==> src/hdl/srq_cfg.svh <==
// Operation
// - Limit line one violation sets bit 0
// - Limit line two violation sets bit 1
// - IF overload sets bit 2, lights indicator
// - Bit 15 of sub-registers reads zero; only the condition and event parts mask it, enable and filter parts keep it
// - Sync register flags sync and premeasurement faults
// - Enabled status byte bits 2,3,4,5,7 request service
// - Enable masks let any bit propagate upward
// - Operation complete plus enables yields service request
// - Service request is the only unsolicited signal
// - Serial poll returns status byte quickly
// - Queries answer the register bit pattern
// - One queue entry per error, one per read
// - Empty queue answers zero, no error
// - Events cleared by status-clear power-on or clear-status
// - Device clear flushes buffers, keeps settings
// - Power-on always aborts processing, flushes input
// - New program message discards output buffer
// - Preset fills positive filters, clears negative, enables
// - Event read returns and clears contents
// - Enabled event gives rising summary bit
`ifndef SRQ_CFG_SVH
`define SRQ_CFG_SVH

// ----------------------------------------------------------------
// Status register layout
// ----------------------------------------------------------------
`define STAT_W 16
`define LIM1_BIT 0
`define LIM2_BIT 1
`define OVERLOAD_INDICATOR_BIT 2
`define ALWAYS0_BIT 15
`define SYNC_NOTFOUND_BIT 0
`define BURST_NOTFOUND_BIT 1
`define PREMEAS_HIGH_BIT 2
`define PREMEAS_LOW_BIT 3
`define LIM_USED_MASK 16'h0003
`define POW_USED_MASK 16'h0004
`define SYNC_USED_MASK 16'h000F

// ----------------------------------------------------------------
// Reset and preset values
// ----------------------------------------------------------------
`define EVENT_RESET 16'h0000
`define PTR_PRESET 16'hFFFF
`define NTR_PRESET 16'h0000
`define ENA_PRESET 16'h0000

// ----------------------------------------------------------------
// Status byte and standard event register
// ----------------------------------------------------------------
`define STB_W 8
`define STB_ERRQ_BIT 2
`define STB_QUES_BIT 3
`define STB_MAV_BIT 4
`define STB_ESB_BIT 5
`define STB_MSS_BIT 6
`define STB_OPER_BIT 7
`define SRE_MASK 8'hBC
`define SRE_RESET 8'h00
`define ESE_RESET 8'h00
`define ESR_RESET 8'h00
`define ESR_PON_BIT 7

// ----------------------------------------------------------------
// Error queue
// ----------------------------------------------------------------
`define ERRQ_DEPTH 8
`define ERRQ_PTR_W 3
`define ERRQ_CNT_W 4
`define NO_ERROR_CODE 16'h0000

`endif

==> src/hdl/srq_pkg.sv <==
`include "srq_cfg.svh"

package srq_pkg;

  // ----------------------------------------------------------------
  // Command set of the status subsystem
  // ----------------------------------------------------------------
  typedef enum logic [4:0] {
    OP_NOP,
    OP_READ_COND,
    OP_READ_EVENT,
    OP_READ_ENA,
    OP_READ_PTR,
    OP_READ_NTR,
    OP_WRITE_ENA,
    OP_WRITE_PTR,
    OP_WRITE_NTR,
    OP_STAT_PRESET,
    OP_CLEAR_STATUS,
    OP_READ_STB,
    OP_WRITE_SRE,
    OP_READ_SRE,
    OP_WRITE_ESE,
    OP_READ_ESE,
    OP_READ_ESR,
    OP_READ_ERROR
  } cmd_op_t;

  // Status sub-register selector
  typedef enum logic [1:0] {
    SEL_LIMIT,
    SEL_POWER,
    SEL_SYNC
  } reg_sel_t;

  // One command from the parser
  typedef struct packed {
    cmd_op_t op;
    reg_sel_t sel;
    logic [`STAT_W-1:0] data;
  } cmd_t;

  // Answer to a query
  typedef struct packed {
    logic valid;
    logic [`STAT_W-1:0] data;
  } resp_t;

  // Serial poll answer
  typedef struct packed {
    logic valid;
    logic [`STB_W-1:0] stb;
  } spoll_t;

  // Sync and premeasurement conditions
  typedef struct packed {
    logic premeas_low;
    logic premeas_high;
    logic burst_not_found;
    logic sync_not_found;
  } sync_cond_t;

endpackage : srq_pkg

==> src/hdl/error_queue.sv <==
`timescale 1ns/10ps
`include "srq_cfg.svh"

module error_queue (
  // Clock and reset
  input wire logic clk_in,
  input wire logic arst_n_in,
  // Entry side
  input wire logic push_in,
  input wire logic [`STAT_W-1:0] code_in,
  // Read side
  input wire logic pop_in,
  input wire logic clear_in,
  output logic [`STAT_W-1:0] head_out,
  output logic not_empty_out
);

  logic [`STAT_W-1:0] mem [`ERRQ_DEPTH]; // Entry storage
  logic [`ERRQ_PTR_W-1:0] rd_ptr;
  logic [`ERRQ_PTR_W-1:0] wr_ptr;
  logic [`ERRQ_CNT_W-1:0] count;
  logic [`ERRQ_PTR_W-1:0] next_rd_ptr;
  logic [`ERRQ_PTR_W-1:0] next_wr_ptr;
  logic [`ERRQ_CNT_W-1:0] next_count;
  logic do_pop;
  logic do_push;

  assign not_empty_out = (count != '0);
  // Empty queue reads as the no-error code
  assign head_out = not_empty_out ? mem[rd_ptr] : `NO_ERROR_CODE;

  // Pointer and count update
  always_comb begin
    do_pop = pop_in && not_empty_out && !clear_in;
    // A full queue drops the newest entry
    do_push = push_in && (clear_in || (count != `ERRQ_CNT_W'(`ERRQ_DEPTH)));
    next_rd_ptr = rd_ptr;
    next_wr_ptr = wr_ptr;
    next_count = count;
    if (clear_in) begin
      next_rd_ptr = '0;
      next_wr_ptr = '0;
      next_count = '0;
    end
    if (do_pop) begin
      next_rd_ptr = rd_ptr + 1'b1;
      next_count = next_count - 1'b1;
    end
    if (do_push) begin
      next_wr_ptr = next_wr_ptr + 1'b1;
      next_count = next_count + 1'b1;
    end
  end

  // Pointer registers
  always_ff @(posedge clk_in or negedge arst_n_in) begin
    if (!arst_n_in) begin
      rd_ptr <= '0;
      wr_ptr <= '0;
      count <= '0;
    end else begin
      rd_ptr <= next_rd_ptr;
      wr_ptr <= next_wr_ptr;
      count <= next_count;
    end
  end

  // Entry storage, written at the slot the push lands in
  always_ff @(posedge clk_in or negedge arst_n_in) begin
    if (!arst_n_in) begin
      for (int i = 0; i < `ERRQ_DEPTH; i++) begin
        mem[i] <= `NO_ERROR_CODE;
      end
    end else if (do_push) begin
      mem[clear_in ? '0 : wr_ptr] <= code_in;
    end
  end

endmodule : error_queue

==> src/hdl/status_reg_group.sv <==
`timescale 1ns/10ps
`include "srq_cfg.svh"

module status_reg_group #(
  parameter logic [`STAT_W-1:0] USED_MASK = `LIM_USED_MASK
) (
  // Clock and reset
  input wire logic clk_in,
  input wire logic arst_n_in,
  // Condition source
  input wire logic [`STAT_W-1:0] cond_in,
  // Mask writes
  input wire logic wr_ena_in,
  input wire logic wr_ptr_in,
  input wire logic wr_ntr_in,
  input wire logic [`STAT_W-1:0] wr_data_in,
  // Bulk effects
  input wire logic preset_in,
  input wire logic clear_events_in,
  input wire logic read_event_in,
  // Register parts
  output logic [`STAT_W-1:0] cond_out,
  output logic [`STAT_W-1:0] event_out,
  output logic [`STAT_W-1:0] ena_out,
  output logic [`STAT_W-1:0] ptr_out,
  output logic [`STAT_W-1:0] ntr_out,
  output logic summary_out
);

  logic [`STAT_W-1:0] keep; // Bits that exist, bit 15 never
  logic [`STAT_W-1:0] cond_prev; // Condition one cycle ago
  logic [`STAT_W-1:0] next_cond_prev;
  logic [`STAT_W-1:0] next_event;
  logic [`STAT_W-1:0] next_ena;
  logic [`STAT_W-1:0] next_ptr;
  logic [`STAT_W-1:0] next_ntr;
  logic [`STAT_W-1:0] hit; // Filtered transitions

  assign keep = USED_MASK & ~(`STAT_W'(1) << `ALWAYS0_BIT);

  // Condition part is the live, masked level
  assign cond_out = cond_in & keep;

  // Summary ORs enabled events; rises as an enabled event sets
  assign summary_out = |(event_out & ena_out);

  // Next values of the event part and the masks
  always_comb begin
    next_cond_prev = cond_out;
    hit = ((cond_out & ~cond_prev) & ptr_out) | ((~cond_out & cond_prev) & ntr_out);
    next_event = event_out;
    // Clear by read or clear command; a new transition wins
    if (clear_events_in || read_event_in) begin
      next_event = `EVENT_RESET;
    end
    next_event = (next_event | hit) & keep;
    next_ena = wr_ena_in ? wr_data_in : ena_out;
    next_ptr = wr_ptr_in ? wr_data_in : ptr_out;
    next_ntr = wr_ntr_in ? wr_data_in : ntr_out;
    // Preset restores the filters and clears the enables
    if (preset_in) begin
      next_ena = `ENA_PRESET;
      next_ptr = `PTR_PRESET;
      next_ntr = `NTR_PRESET;
    end
  end

  // Register the parts
  always_ff @(posedge clk_in or negedge arst_n_in) begin
    if (!arst_n_in) begin
      cond_prev <= `EVENT_RESET;
      event_out <= `EVENT_RESET;
      ena_out <= `ENA_PRESET;
      ptr_out <= `PTR_PRESET;
      ntr_out <= `NTR_PRESET;
    end else begin
      cond_prev <= next_cond_prev;
      event_out <= next_event;
      ena_out <= next_ena;
      ptr_out <= next_ptr;
      ntr_out <= next_ntr;
    end
  end

endmodule : status_reg_group

==> src/hdl/status_reporting_srq.sv <==
`timescale 1ns/10ps
`include "srq_cfg.svh"

module status_reporting_srq
  import srq_pkg::*;
(
  // Clock and reset
  input wire logic CLK_IN,
  input wire logic ARST_N_IN,
  // Measurement conditions
  input wire logic LIMIT1_FAIL_IN,
  input wire logic LIMIT2_FAIL_IN,
  input wire logic IF_OVERLOAD_IN,
  input wire sync_cond_t SYNC_COND_IN,
  // Other status sources
  input wire logic [`STB_W-1:0] ESR_EVENTS_IN,
  input wire logic OPER_SUM_IN,
  input wire logic MAV_IN,
  input wire logic ERR_PUSH_IN,
  input wire logic [`STAT_W-1:0] ERR_CODE_IN,
  // Power-on flag and bus clears
  input wire logic PSC_IN,
  input wire logic DCL_IN,
  input wire logic MSG_START_IN,
  input wire logic SPOLL_IN,
  // Commands
  input wire logic CMD_VALID_IN,
  input wire cmd_t CMD_IN,
  // Answers
  output resp_t RESP_OUT,
  output spoll_t SPOLL_OUT,
  // Service request and indicator
  output logic SRQ_OUT,
  output logic OVERLOAD_INDICATOR_OUT,
  // Buffer and parser clears
  output logic CLEAR_OUTBUF_OUT,
  output logic FLUSH_INPUT_OUT,
  output logic ABORT_CMD_OUT
);

  // ----------------------------------------------------------------
  // Declarations
  // ----------------------------------------------------------------
  localparam int NGRP = 3; // Limit, power, sync
  localparam logic [`STAT_W-1:0] USED [NGRP] = '{`LIM_USED_MASK, `POW_USED_MASK,
    `SYNC_USED_MASK};

  logic por_pending; // First cycle after power-on
  logic next_por_pending;
  logic cmd_ok; // Command accepted this cycle
  logic psc_clear; // Power-on with status-clear flag set
  logic cls; // Clear-status command
  logic clear_events; // Bulk event-part clear: status-clear power-on or clear-status
  logic stat_preset; // Filter and enable preset
  logic [`STAT_W-1:0] grp_cond_in [NGRP];
  logic [`STAT_W-1:0] grp_cond [NGRP];
  logic [`STAT_W-1:0] grp_event [NGRP];
  logic [`STAT_W-1:0] grp_ena [NGRP];
  logic [`STAT_W-1:0] grp_ptr [NGRP];
  logic [`STAT_W-1:0] grp_ntr [NGRP];
  logic [NGRP-1:0] grp_sum; // Group summaries
  logic [NGRP-1:0] sel_hit; // Selected group
  logic [`STB_W-1:0] sre; // Service request enable
  logic [`STB_W-1:0] ese; // Standard event enable
  logic [`STB_W-1:0] esr; // Standard event register
  logic [`STB_W-1:0] next_sre;
  logic [`STB_W-1:0] next_ese;
  logic [`STB_W-1:0] next_esr;
  logic [`STB_W-1:0] stb; // Status byte with master summary
  logic mss; // Master summary
  logic mss_prev;
  logic rqs; // Pending service request
  logic next_rqs;
  logic errq_not_empty;
  logic [`STAT_W-1:0] errq_head;
  logic errq_pop;
  logic errq_clear;
  resp_t next_resp;
  spoll_t next_spoll;
  logic next_clear_outbuf;
  logic next_flush_input;
  logic next_abort_cmd;
  logic next_overload;

  // ----------------------------------------------------------------
  // Command decode
  // ----------------------------------------------------------------
  // Commands are ignored while the power-on cycle aborts processing
  assign cmd_ok = CMD_VALID_IN && !por_pending;
  assign psc_clear = por_pending && PSC_IN;
  assign cls = cmd_ok && (CMD_IN.op == OP_CLEAR_STATUS);
  assign clear_events = psc_clear || cls;
  assign stat_preset = psc_clear || (cmd_ok && (CMD_IN.op == OP_STAT_PRESET));
  assign errq_clear = por_pending || cls;
  assign errq_pop = cmd_ok && (CMD_IN.op == OP_READ_ERROR);

  // One-hot group select
  always_comb begin
    sel_hit = '0;
    unique case (CMD_IN.sel)
      SEL_LIMIT: sel_hit[0] = 1'b1;
      SEL_POWER: sel_hit[1] = 1'b1;
      SEL_SYNC: sel_hit[2] = 1'b1;
      default: sel_hit = '0;
    endcase
  end

  // ----------------------------------------------------------------
  // Condition sources
  // ----------------------------------------------------------------
  // Place each condition at its documented bit
  always_comb begin
    grp_cond_in[0] = '0;
    grp_cond_in[1] = '0;
    grp_cond_in[2] = '0;
    grp_cond_in[0][`LIM1_BIT] = LIMIT1_FAIL_IN;
    grp_cond_in[0][`LIM2_BIT] = LIMIT2_FAIL_IN;
    grp_cond_in[1][`OVERLOAD_INDICATOR_BIT] = IF_OVERLOAD_IN;
    grp_cond_in[2][`SYNC_NOTFOUND_BIT] = SYNC_COND_IN.sync_not_found;
    grp_cond_in[2][`BURST_NOTFOUND_BIT] = SYNC_COND_IN.burst_not_found;
    grp_cond_in[2][`PREMEAS_HIGH_BIT] = SYNC_COND_IN.premeas_high;
    grp_cond_in[2][`PREMEAS_LOW_BIT] = SYNC_COND_IN.premeas_low;
  end

  // ----------------------------------------------------------------
  // Status sub-registers
  // ----------------------------------------------------------------
  for (genvar g = 0; g < NGRP; g++) begin : grp
    status_reg_group #(
      .USED_MASK(USED[g])
    ) group_inst (
      .clk_in(CLK_IN),
      .arst_n_in(ARST_N_IN),
      .cond_in(grp_cond_in[g]),
      .wr_ena_in(cmd_ok && sel_hit[g] && (CMD_IN.op == OP_WRITE_ENA)),
      .wr_ptr_in(cmd_ok && sel_hit[g] && (CMD_IN.op == OP_WRITE_PTR)),
      .wr_ntr_in(cmd_ok && sel_hit[g] && (CMD_IN.op == OP_WRITE_NTR)),
      .wr_data_in(CMD_IN.data),
      .preset_in(stat_preset),
      .clear_events_in(clear_events),
      .read_event_in(cmd_ok && sel_hit[g] && (CMD_IN.op == OP_READ_EVENT)),
      .cond_out(grp_cond[g]),
      .event_out(grp_event[g]),
      .ena_out(grp_ena[g]),
      .ptr_out(grp_ptr[g]),
      .ntr_out(grp_ntr[g]),
      .summary_out(grp_sum[g])
    );
  end

  // ----------------------------------------------------------------
  // Error queue
  // ----------------------------------------------------------------
  error_queue errq_inst (
    .clk_in(CLK_IN),
    .arst_n_in(ARST_N_IN),
    .push_in(ERR_PUSH_IN),
    .code_in(ERR_CODE_IN),
    .pop_in(errq_pop),
    .clear_in(errq_clear),
    .head_out(errq_head),
    .not_empty_out(errq_not_empty)
  );

  // ----------------------------------------------------------------
  // Status byte and service request
  // ----------------------------------------------------------------
  // Assemble the status byte from its summaries
  always_comb begin
    stb = '0;
    stb[`STB_ERRQ_BIT] = errq_not_empty;
    stb[`STB_QUES_BIT] = |grp_sum;
    stb[`STB_MAV_BIT] = MAV_IN;
    stb[`STB_ESB_BIT] = |(esr & ese);
    stb[`STB_OPER_BIT] = OPER_SUM_IN;
    mss = |(stb & sre & `SRE_MASK);
    stb[`STB_MSS_BIT] = mss;
  end

  // Standard event, enables and request flag
  always_comb begin
    next_esr = esr;
    next_sre = sre;
    next_ese = ese;
    next_rqs = rqs;
    // Clears first, so events in the same cycle survive
    if (clear_events || (cmd_ok && (CMD_IN.op == OP_READ_ESR))) begin
      next_esr = `ESR_RESET;
    end
    next_esr = next_esr | ESR_EVENTS_IN;
    if (por_pending) begin
      next_esr[`ESR_PON_BIT] = 1'b1;
    end
    if (psc_clear) begin
      next_sre = `SRE_RESET;
      next_ese = `ESE_RESET;
    end else if (cmd_ok && (CMD_IN.op == OP_WRITE_SRE)) begin
      next_sre = CMD_IN.data[`STB_W-1:0];
    end else if (cmd_ok && (CMD_IN.op == OP_WRITE_ESE)) begin
      next_ese = CMD_IN.data[`STB_W-1:0];
    end
    // Poll or clear drops the request; a new rising summary wins
    if (SPOLL_IN || clear_events) begin
      next_rqs = 1'b0;
    end
    if (mss && !mss_prev) begin
      next_rqs = 1'b1;
    end
  end

  // ----------------------------------------------------------------
  // Answers and clear pulses
  // ----------------------------------------------------------------
  // Query answers are the plain bit pattern of the register part
  always_comb begin
    next_resp.valid = 1'b0;
    next_resp.data = '0;
    if (cmd_ok) begin
      next_resp.valid = 1'b1;
      unique case (CMD_IN.op)
        OP_READ_COND: begin
          next_resp.data = |sel_hit ? grp_cond[CMD_IN.sel] : '0;
        end
        OP_READ_EVENT: begin
          next_resp.data = |sel_hit ? grp_event[CMD_IN.sel] : '0;
        end
        OP_READ_ENA: begin
          next_resp.data = |sel_hit ? grp_ena[CMD_IN.sel] : '0;
        end
        OP_READ_PTR: begin
          next_resp.data = |sel_hit ? grp_ptr[CMD_IN.sel] : '0;
        end
        OP_READ_NTR: begin
          next_resp.data = |sel_hit ? grp_ntr[CMD_IN.sel] : '0;
        end
        OP_READ_STB: begin
          next_resp.data = {{(`STAT_W-`STB_W){1'b0}}, stb};
        end
        OP_READ_SRE: begin
          next_resp.data = {{(`STAT_W-`STB_W){1'b0}}, sre};
        end
        OP_READ_ESE: begin
          next_resp.data = {{(`STAT_W-`STB_W){1'b0}}, ese};
        end
        OP_READ_ESR: begin
          next_resp.data = {{(`STAT_W-`STB_W){1'b0}}, esr};
        end
        OP_READ_ERROR: begin
          next_resp.data = errq_head;
        end
        default: begin
          // Writes and actions give no answer
          next_resp.valid = 1'b0;
        end
      endcase
    end
    // Serial poll carries the request flag in the summary bit
    next_spoll.valid = SPOLL_IN;
    next_spoll.stb = stb;
    next_spoll.stb[`STB_MSS_BIT] = rqs;
    // Power-on and device clear abort the parser and flush input
    next_flush_input = por_pending || DCL_IN;
    next_abort_cmd = por_pending || DCL_IN;
    next_clear_outbuf = por_pending || DCL_IN || MSG_START_IN;
    next_overload = IF_OVERLOAD_IN;
    next_por_pending = 1'b0;
  end

  // Register all control state and outputs
  always_ff @(posedge CLK_IN or negedge ARST_N_IN) begin
    if (!ARST_N_IN) begin
      por_pending <= 1'b1;
      sre <= `SRE_RESET;
      ese <= `ESE_RESET;
      esr <= `ESR_RESET;
      rqs <= 1'b0;
      mss_prev <= 1'b0;
      RESP_OUT <= '0;
      SPOLL_OUT <= '0;
      CLEAR_OUTBUF_OUT <= 1'b0;
      FLUSH_INPUT_OUT <= 1'b0;
      ABORT_CMD_OUT <= 1'b0;
      OVERLOAD_INDICATOR_OUT <= 1'b0;
    end else begin
      por_pending <= next_por_pending;
      sre <= next_sre;
      ese <= next_ese;
      esr <= next_esr;
      rqs <= next_rqs;
      mss_prev <= mss;
      RESP_OUT <= next_resp;
      SPOLL_OUT <= next_spoll;
      CLEAR_OUTBUF_OUT <= next_clear_outbuf;
      FLUSH_INPUT_OUT <= next_flush_input;
      ABORT_CMD_OUT <= next_abort_cmd;
      OVERLOAD_INDICATOR_OUT <= next_overload;
    end
  end

  // Only unsolicited signal toward the controller
  assign SRQ_OUT = rqs;

endmodule : status_reporting_srq
==> config.mk <==
export PLATFORM = sky130hd
export DESIGN_NAME = status_reporting_srq
export DESIGN_NICKNAME = d
export VERILOG_FILES = /design/src/hdl/srq_pkg.sv /design/src/hdl/error_queue.sv /design/src/hdl/status_reg_group.sv /design/src/hdl/status_reporting_srq.sv
export VERILOG_INCLUDE_DIRS = /design/src /design/src/hdl
export SDC_FILE = /design/constraint.sdc
export NUM_CORES = 1
export LEC_CHECK = 0
export ABC_AREA = 1
export CORE_MARGIN = 4
export CORE_UTILIZATION = 60
export CTS_CLUSTER_DIAMETER = 80
export DETAILED_ROUTE_END_ITERATION = 8
export DONT_BUFFER_PORTS = 1
export HOLD_SLACK_MARGIN = 0.08
export PLACE_DENSITY = 0.76
export SYNTH_ARGS = -nofsm -noshare
export SYNTH_HDL_FRONTEND = slang
export SYNTH_HIERARCHICAL = 1
export SYNTH_SLANG_ARGS = --single-unit
==> constraint.sdc <==
create_clock -name CLK_IN -period 5.55 [get_ports CLK_IN]
set_clock_uncertainty 0.05 [all_clocks]
set_input_delay 0 -clock CLK_IN [delete_from_list [all_inputs] [get_ports CLK_IN]]
set_output_delay 0 -clock CLK_IN [all_outputs]
set_load 0.02 [all_outputs]
==> summary.md <==
| Metric | Value |
|---|---|
| Status | `finished, violations left` |
| Violated checks | `hold timing` |
| Crit-path cells | `inv_1, nand2_2, inv_1, nand3_1, nand2_1, inv_1, nand4_1, nand2_1, inv_1, nand4_1, o21ai_0` |
| Leakage | `9.706 nW` |
| Primary FF master, synth | `dfrtp_1` |
| Top Family by Delay on Critical Path | `simple AND/OR/NAND/NOR gates` |
| Slowest cell on crit path | `nand4_1` |
| Register area share after synthesis | `48.21%` |
| Ranking of synthesized cells by area | `dfrtp_1, nand2_1, o21ai_0` |
| Total gr overflow | `0` |
| First-pass GRT wire length | `80.93 mm` |
| GP Congestion | `0.8906` |
| Clk sink count | `350` |
| Post-placement cell area | `17840 sq um` |
| Max Cap Viol | `0` |
| Area Overhead vs Synth | `9.637%` |
| Power share of the combinational group | `11.7%` |
| Setup violators final | `0` |
| Vias/cell | `5.738` |
| Cts bufs inserted | `38` |
| Clk slew on worst S/H paths | `0.06 ns` |
| WL final | `50.12 mm` |
| Synthesis Warnings | `6` |
| CP max stage delay | `1.01 ns` |
| Relative slew margins | `17.08%` |
| Initial antenna violation count | `1` |
| Async set-or-reset flop fraction in the synthesized netlist | `100.0%` |
| Tot Pwr | `6.517 mW` |
| Min cycle time layout | `3.934 ns` |
| NumNets Final | `2389` |
| FF+latch count, synth | `350` |
| Largest net degree at the start of global routing | `351` |
| Most common cell in the synthesized netlist | `nand2_1` |
| WHS | `-0.8598 ns` |
| H-tree depth | `2` |
| Core area | `29870 sq um` |
| Die ar. | `33350 sq um` |
| Setup Fix Bufs, Post-CTS | `0` |
| Setup CP Type | `reg -> reg` |
| Commonest cells post-synth | `nand2_1, dfrtp_1, o21ai_0, nor2_1, nand3_1` |
| P per Cell Area | `324.9 nW/um^2` |
| Port bufs | `0` |
| Bufs and invs on worst path | `4` |
| Part of the power in registers | `46.8%` |
| Mapped Cells | `2311` |
| Post-synth EDFFs | `0` |
| Period utilization | `70.88%` |
| Sw Ratio | `26.04%` |
| CP arrival | `4.28 ns` |
| Met1 Routed Length | `20.08 mm` |
| Crit path launch type | `flop` |
| Vias in the first global route | `15560` |
| Peak VDD IR | `315.6 uV` |
| Slew @ Worst Pin | `1.240 ns` |
| CTS Root Cell | `clkbuf_16` |
| Design area | `20060 sq um` |
| Met3 routed WL | `4.117 mm` |
| RSZ-0062 raised after global routing | `false` |
| Met2 wire length | `23.80 mm` |
| Die height | `182.6 um` |
| Ratio of cells with drive above 1 in the final layout | `11.43%` |
| # IOs | `95` |
| Longest Clk Path Bufs | `3` |
| Crit path capture type | `flop` |
| Fill cells | `2442` |
| CP max FO | `32` |
| Setup TNS | `0 ns` |
| Total track usage | `30.05%` |
| Yosys top cell area share | `41.17%` |
| DR iter-0 viols | `1639` |
| Crit-path most repeated cell | `inv_1` |
| Routed length per instance | `18.27 um` |
| First-pass iteration count of the detailed router | `6` |
| Int Power | `4.820 mW` |
| Clk network pwr share | `41.6%` |
| Detailed Place HPWL | `30.59 mm` |
| R2R setup slack | `1.62 ns` |
| Cell variety after synth | `35` |
| Sw Pwr | `1.697 mW` |
| Post-Syn Area per Cell | `7.916 sq um` |
| Slew Limit Fails | `0` |
| # rows | `63` |
| Routed Antenna Nets | `0` |
| Synth Cell Area | `18290 sq um` |
| WP data required | `5.89 ns` |
| Clk_lat worst skew | `0.53 ns` |
| CTS hold repair buffers | `86` |
| Initial Util | `61.23%` |
| Residual DRC | `0` |
| CTS tree | `done` |
| Fmax | `254.2 MHz` |
| Cts repair resizes | `0` |
| Width of the die | `182.6 um` |
| Final Hold Vio Count | `350` |
| Class of the most critical hold timing path | `in -> async` |
| DR top layer | `met4` |
| DR vias | `15750` |
| Yosys top cell by area | `dfrtp_1` |
per-layer routing:
layer	vias to the layer above	track usage, %
met2	702	49.47
met4	0	12.64
li1	7315	-
met5	-	0
met1	7550	39.77
met3	178	4.863
path summary, 6_finish.rpt:
path / startpoint / to / cells after the start
worst max-delay path: por_pending / errq_inst/mem[106] / 11
min in group CLK_IN: ESR_EVENTS_IN[4] / esr[4] / 2
worst min register to register: grp[0].group_inst/ptr_out[8] / grp[0].group_inst/ptr_out[8] / 2
max in group asynchronous: ARST_N_IN / errq_inst/rd_ptr[0] / 0
worst min-delay path: ARST_N_IN / errq_inst/mem[60] / 0
worst max register to register: por_pending / errq_inst/mem[106] / 11
cell families after synthesis:
logic type | synth area share (%)
xor+xnor | 0.1437
compound gates | 13.25
simple gates | 28.58
buf+inv | 9.596
fa+ha+maj | 0.1368
other cells | 0.08205
flops | 48.21
metrics by stage:
step,hold WS [ns],std cells,setup slack (ns),utilization [%]
2_1_floorplan,-0.3456,2392,3.210,-
3_3_place_gp,-0.3261,2587,1.923,59.73
3_5_place_dp,-0.3273,2587,1.743,59.73
4_1_cts,-0.8843,2743,1.620,67.13
5_1_grt,-0.8759,2744,1.138,67.14
6_report,-0.8598,2744,1.616,67.14
worst register-to-register path, stage by stage (launching register included):
cell,delay [ns]
dfstp_2,0.38
inv_1,0.09
nand2_2,0.28
inv_1,0.31
nand3_1,0.13
nand2_1,0.26
inv_1,0.20
nand4_1,0.16
nand2_1,0.10
inv_1,0.26
nand4_1,1.01
o21ai_0,0.57
power groups by stage:
stage          registers (mW)  clock network (mW)  logic (mW)
2_1_floorplan            3.04                   0       0.591
3_3_place_gp             3.07                   0       0.637
3_5_place_dp             3.08                   0       0.664
4_1_cts                  3.04                2.74       0.743
5_1_grt                  3.08                2.85       0.864
6_report                 3.05                2.71       0.759
registers in the layout, summed over array words and instances, names as in the netlist:
name                      cells
errq_inst/mem               128
grp.group_inst/ena_out       48
grp.group_inst/ntr_out       48
grp.group_inst/ptr_out       48
RESP_OUT                     17
ese                           8
esr                           8
sre                           8
SPOLL_OUT                     7
grp.group_inst/cond_prev      7
grp.group_inst/event_out      7
errq_inst/count               4
errq_inst/rd_ptr              3
errq_inst/wr_ptr              3
ABORT_CMD_OUT                 1
CLEAR_OUTBUF_OUT              1
OVERLOAD_INDICATOR_OUT        1
SRQ_OUT                       1
mss_prev                      1
por_pending                   1
cell usage in the layout (no fill, tap or decap), types with 6 or more instances in the layout:
| cell type | netlist | routed |
|---|---|---|
| clkbuf_16 | 0 | 41 |
| clkbuf_8 | 0 | 7 |
| a21oi_1 | 65 | 65 |
| buf_4 | 106 | 13 |
| inv_1 | 89 | 89 |
| clkinv_2 | 0 | 8 |
| dfrtp_1 | 301 | 300 |
| a31oi_1 | 16 | 16 |
| nand3_1 | 140 | 140 |
| nand4_1 | 23 | 23 |
| inv_2 | 6 | 6 |
| nand2_2 | 22 | 22 |
| nor2_8 | 6 | 6 |
| o21bai_1 | 6 | 6 |
| conb_1 | 4 | 85 |
| nor2_1 | 195 | 195 |
| nand2_1 | 781 | 780 |
| nand2_4 | 30 | 31 |
| dfstp_2 | 49 | 49 |
| o21ai_0 | 276 | 276 |
| dlygate4sd3_1 | 0 | 86 |
| nor2_4 | 4 | 7 |
| o21ai_2 | 61 | 61 |
| clkbuf_1 | 49 | 8 |
layout make-up:
class / count / area (sq um) / area share, %
clock inverter: 14 / 197.7 / 0.9857
timing repair buffer: 99 / 958.4 / 4.779
sequential: 350 / 8821 / 43.98
tap: 390 / 488.0 / 2.433
antenna: 1 / 2.502 / 0.01248
inverter: 99 / 391.6 / 1.953
multi-input combinational: 1735 / 8045 / 40.11
clock buffer: 56 / 1152 / 5.746
Power figures use the tool's default switching activity.
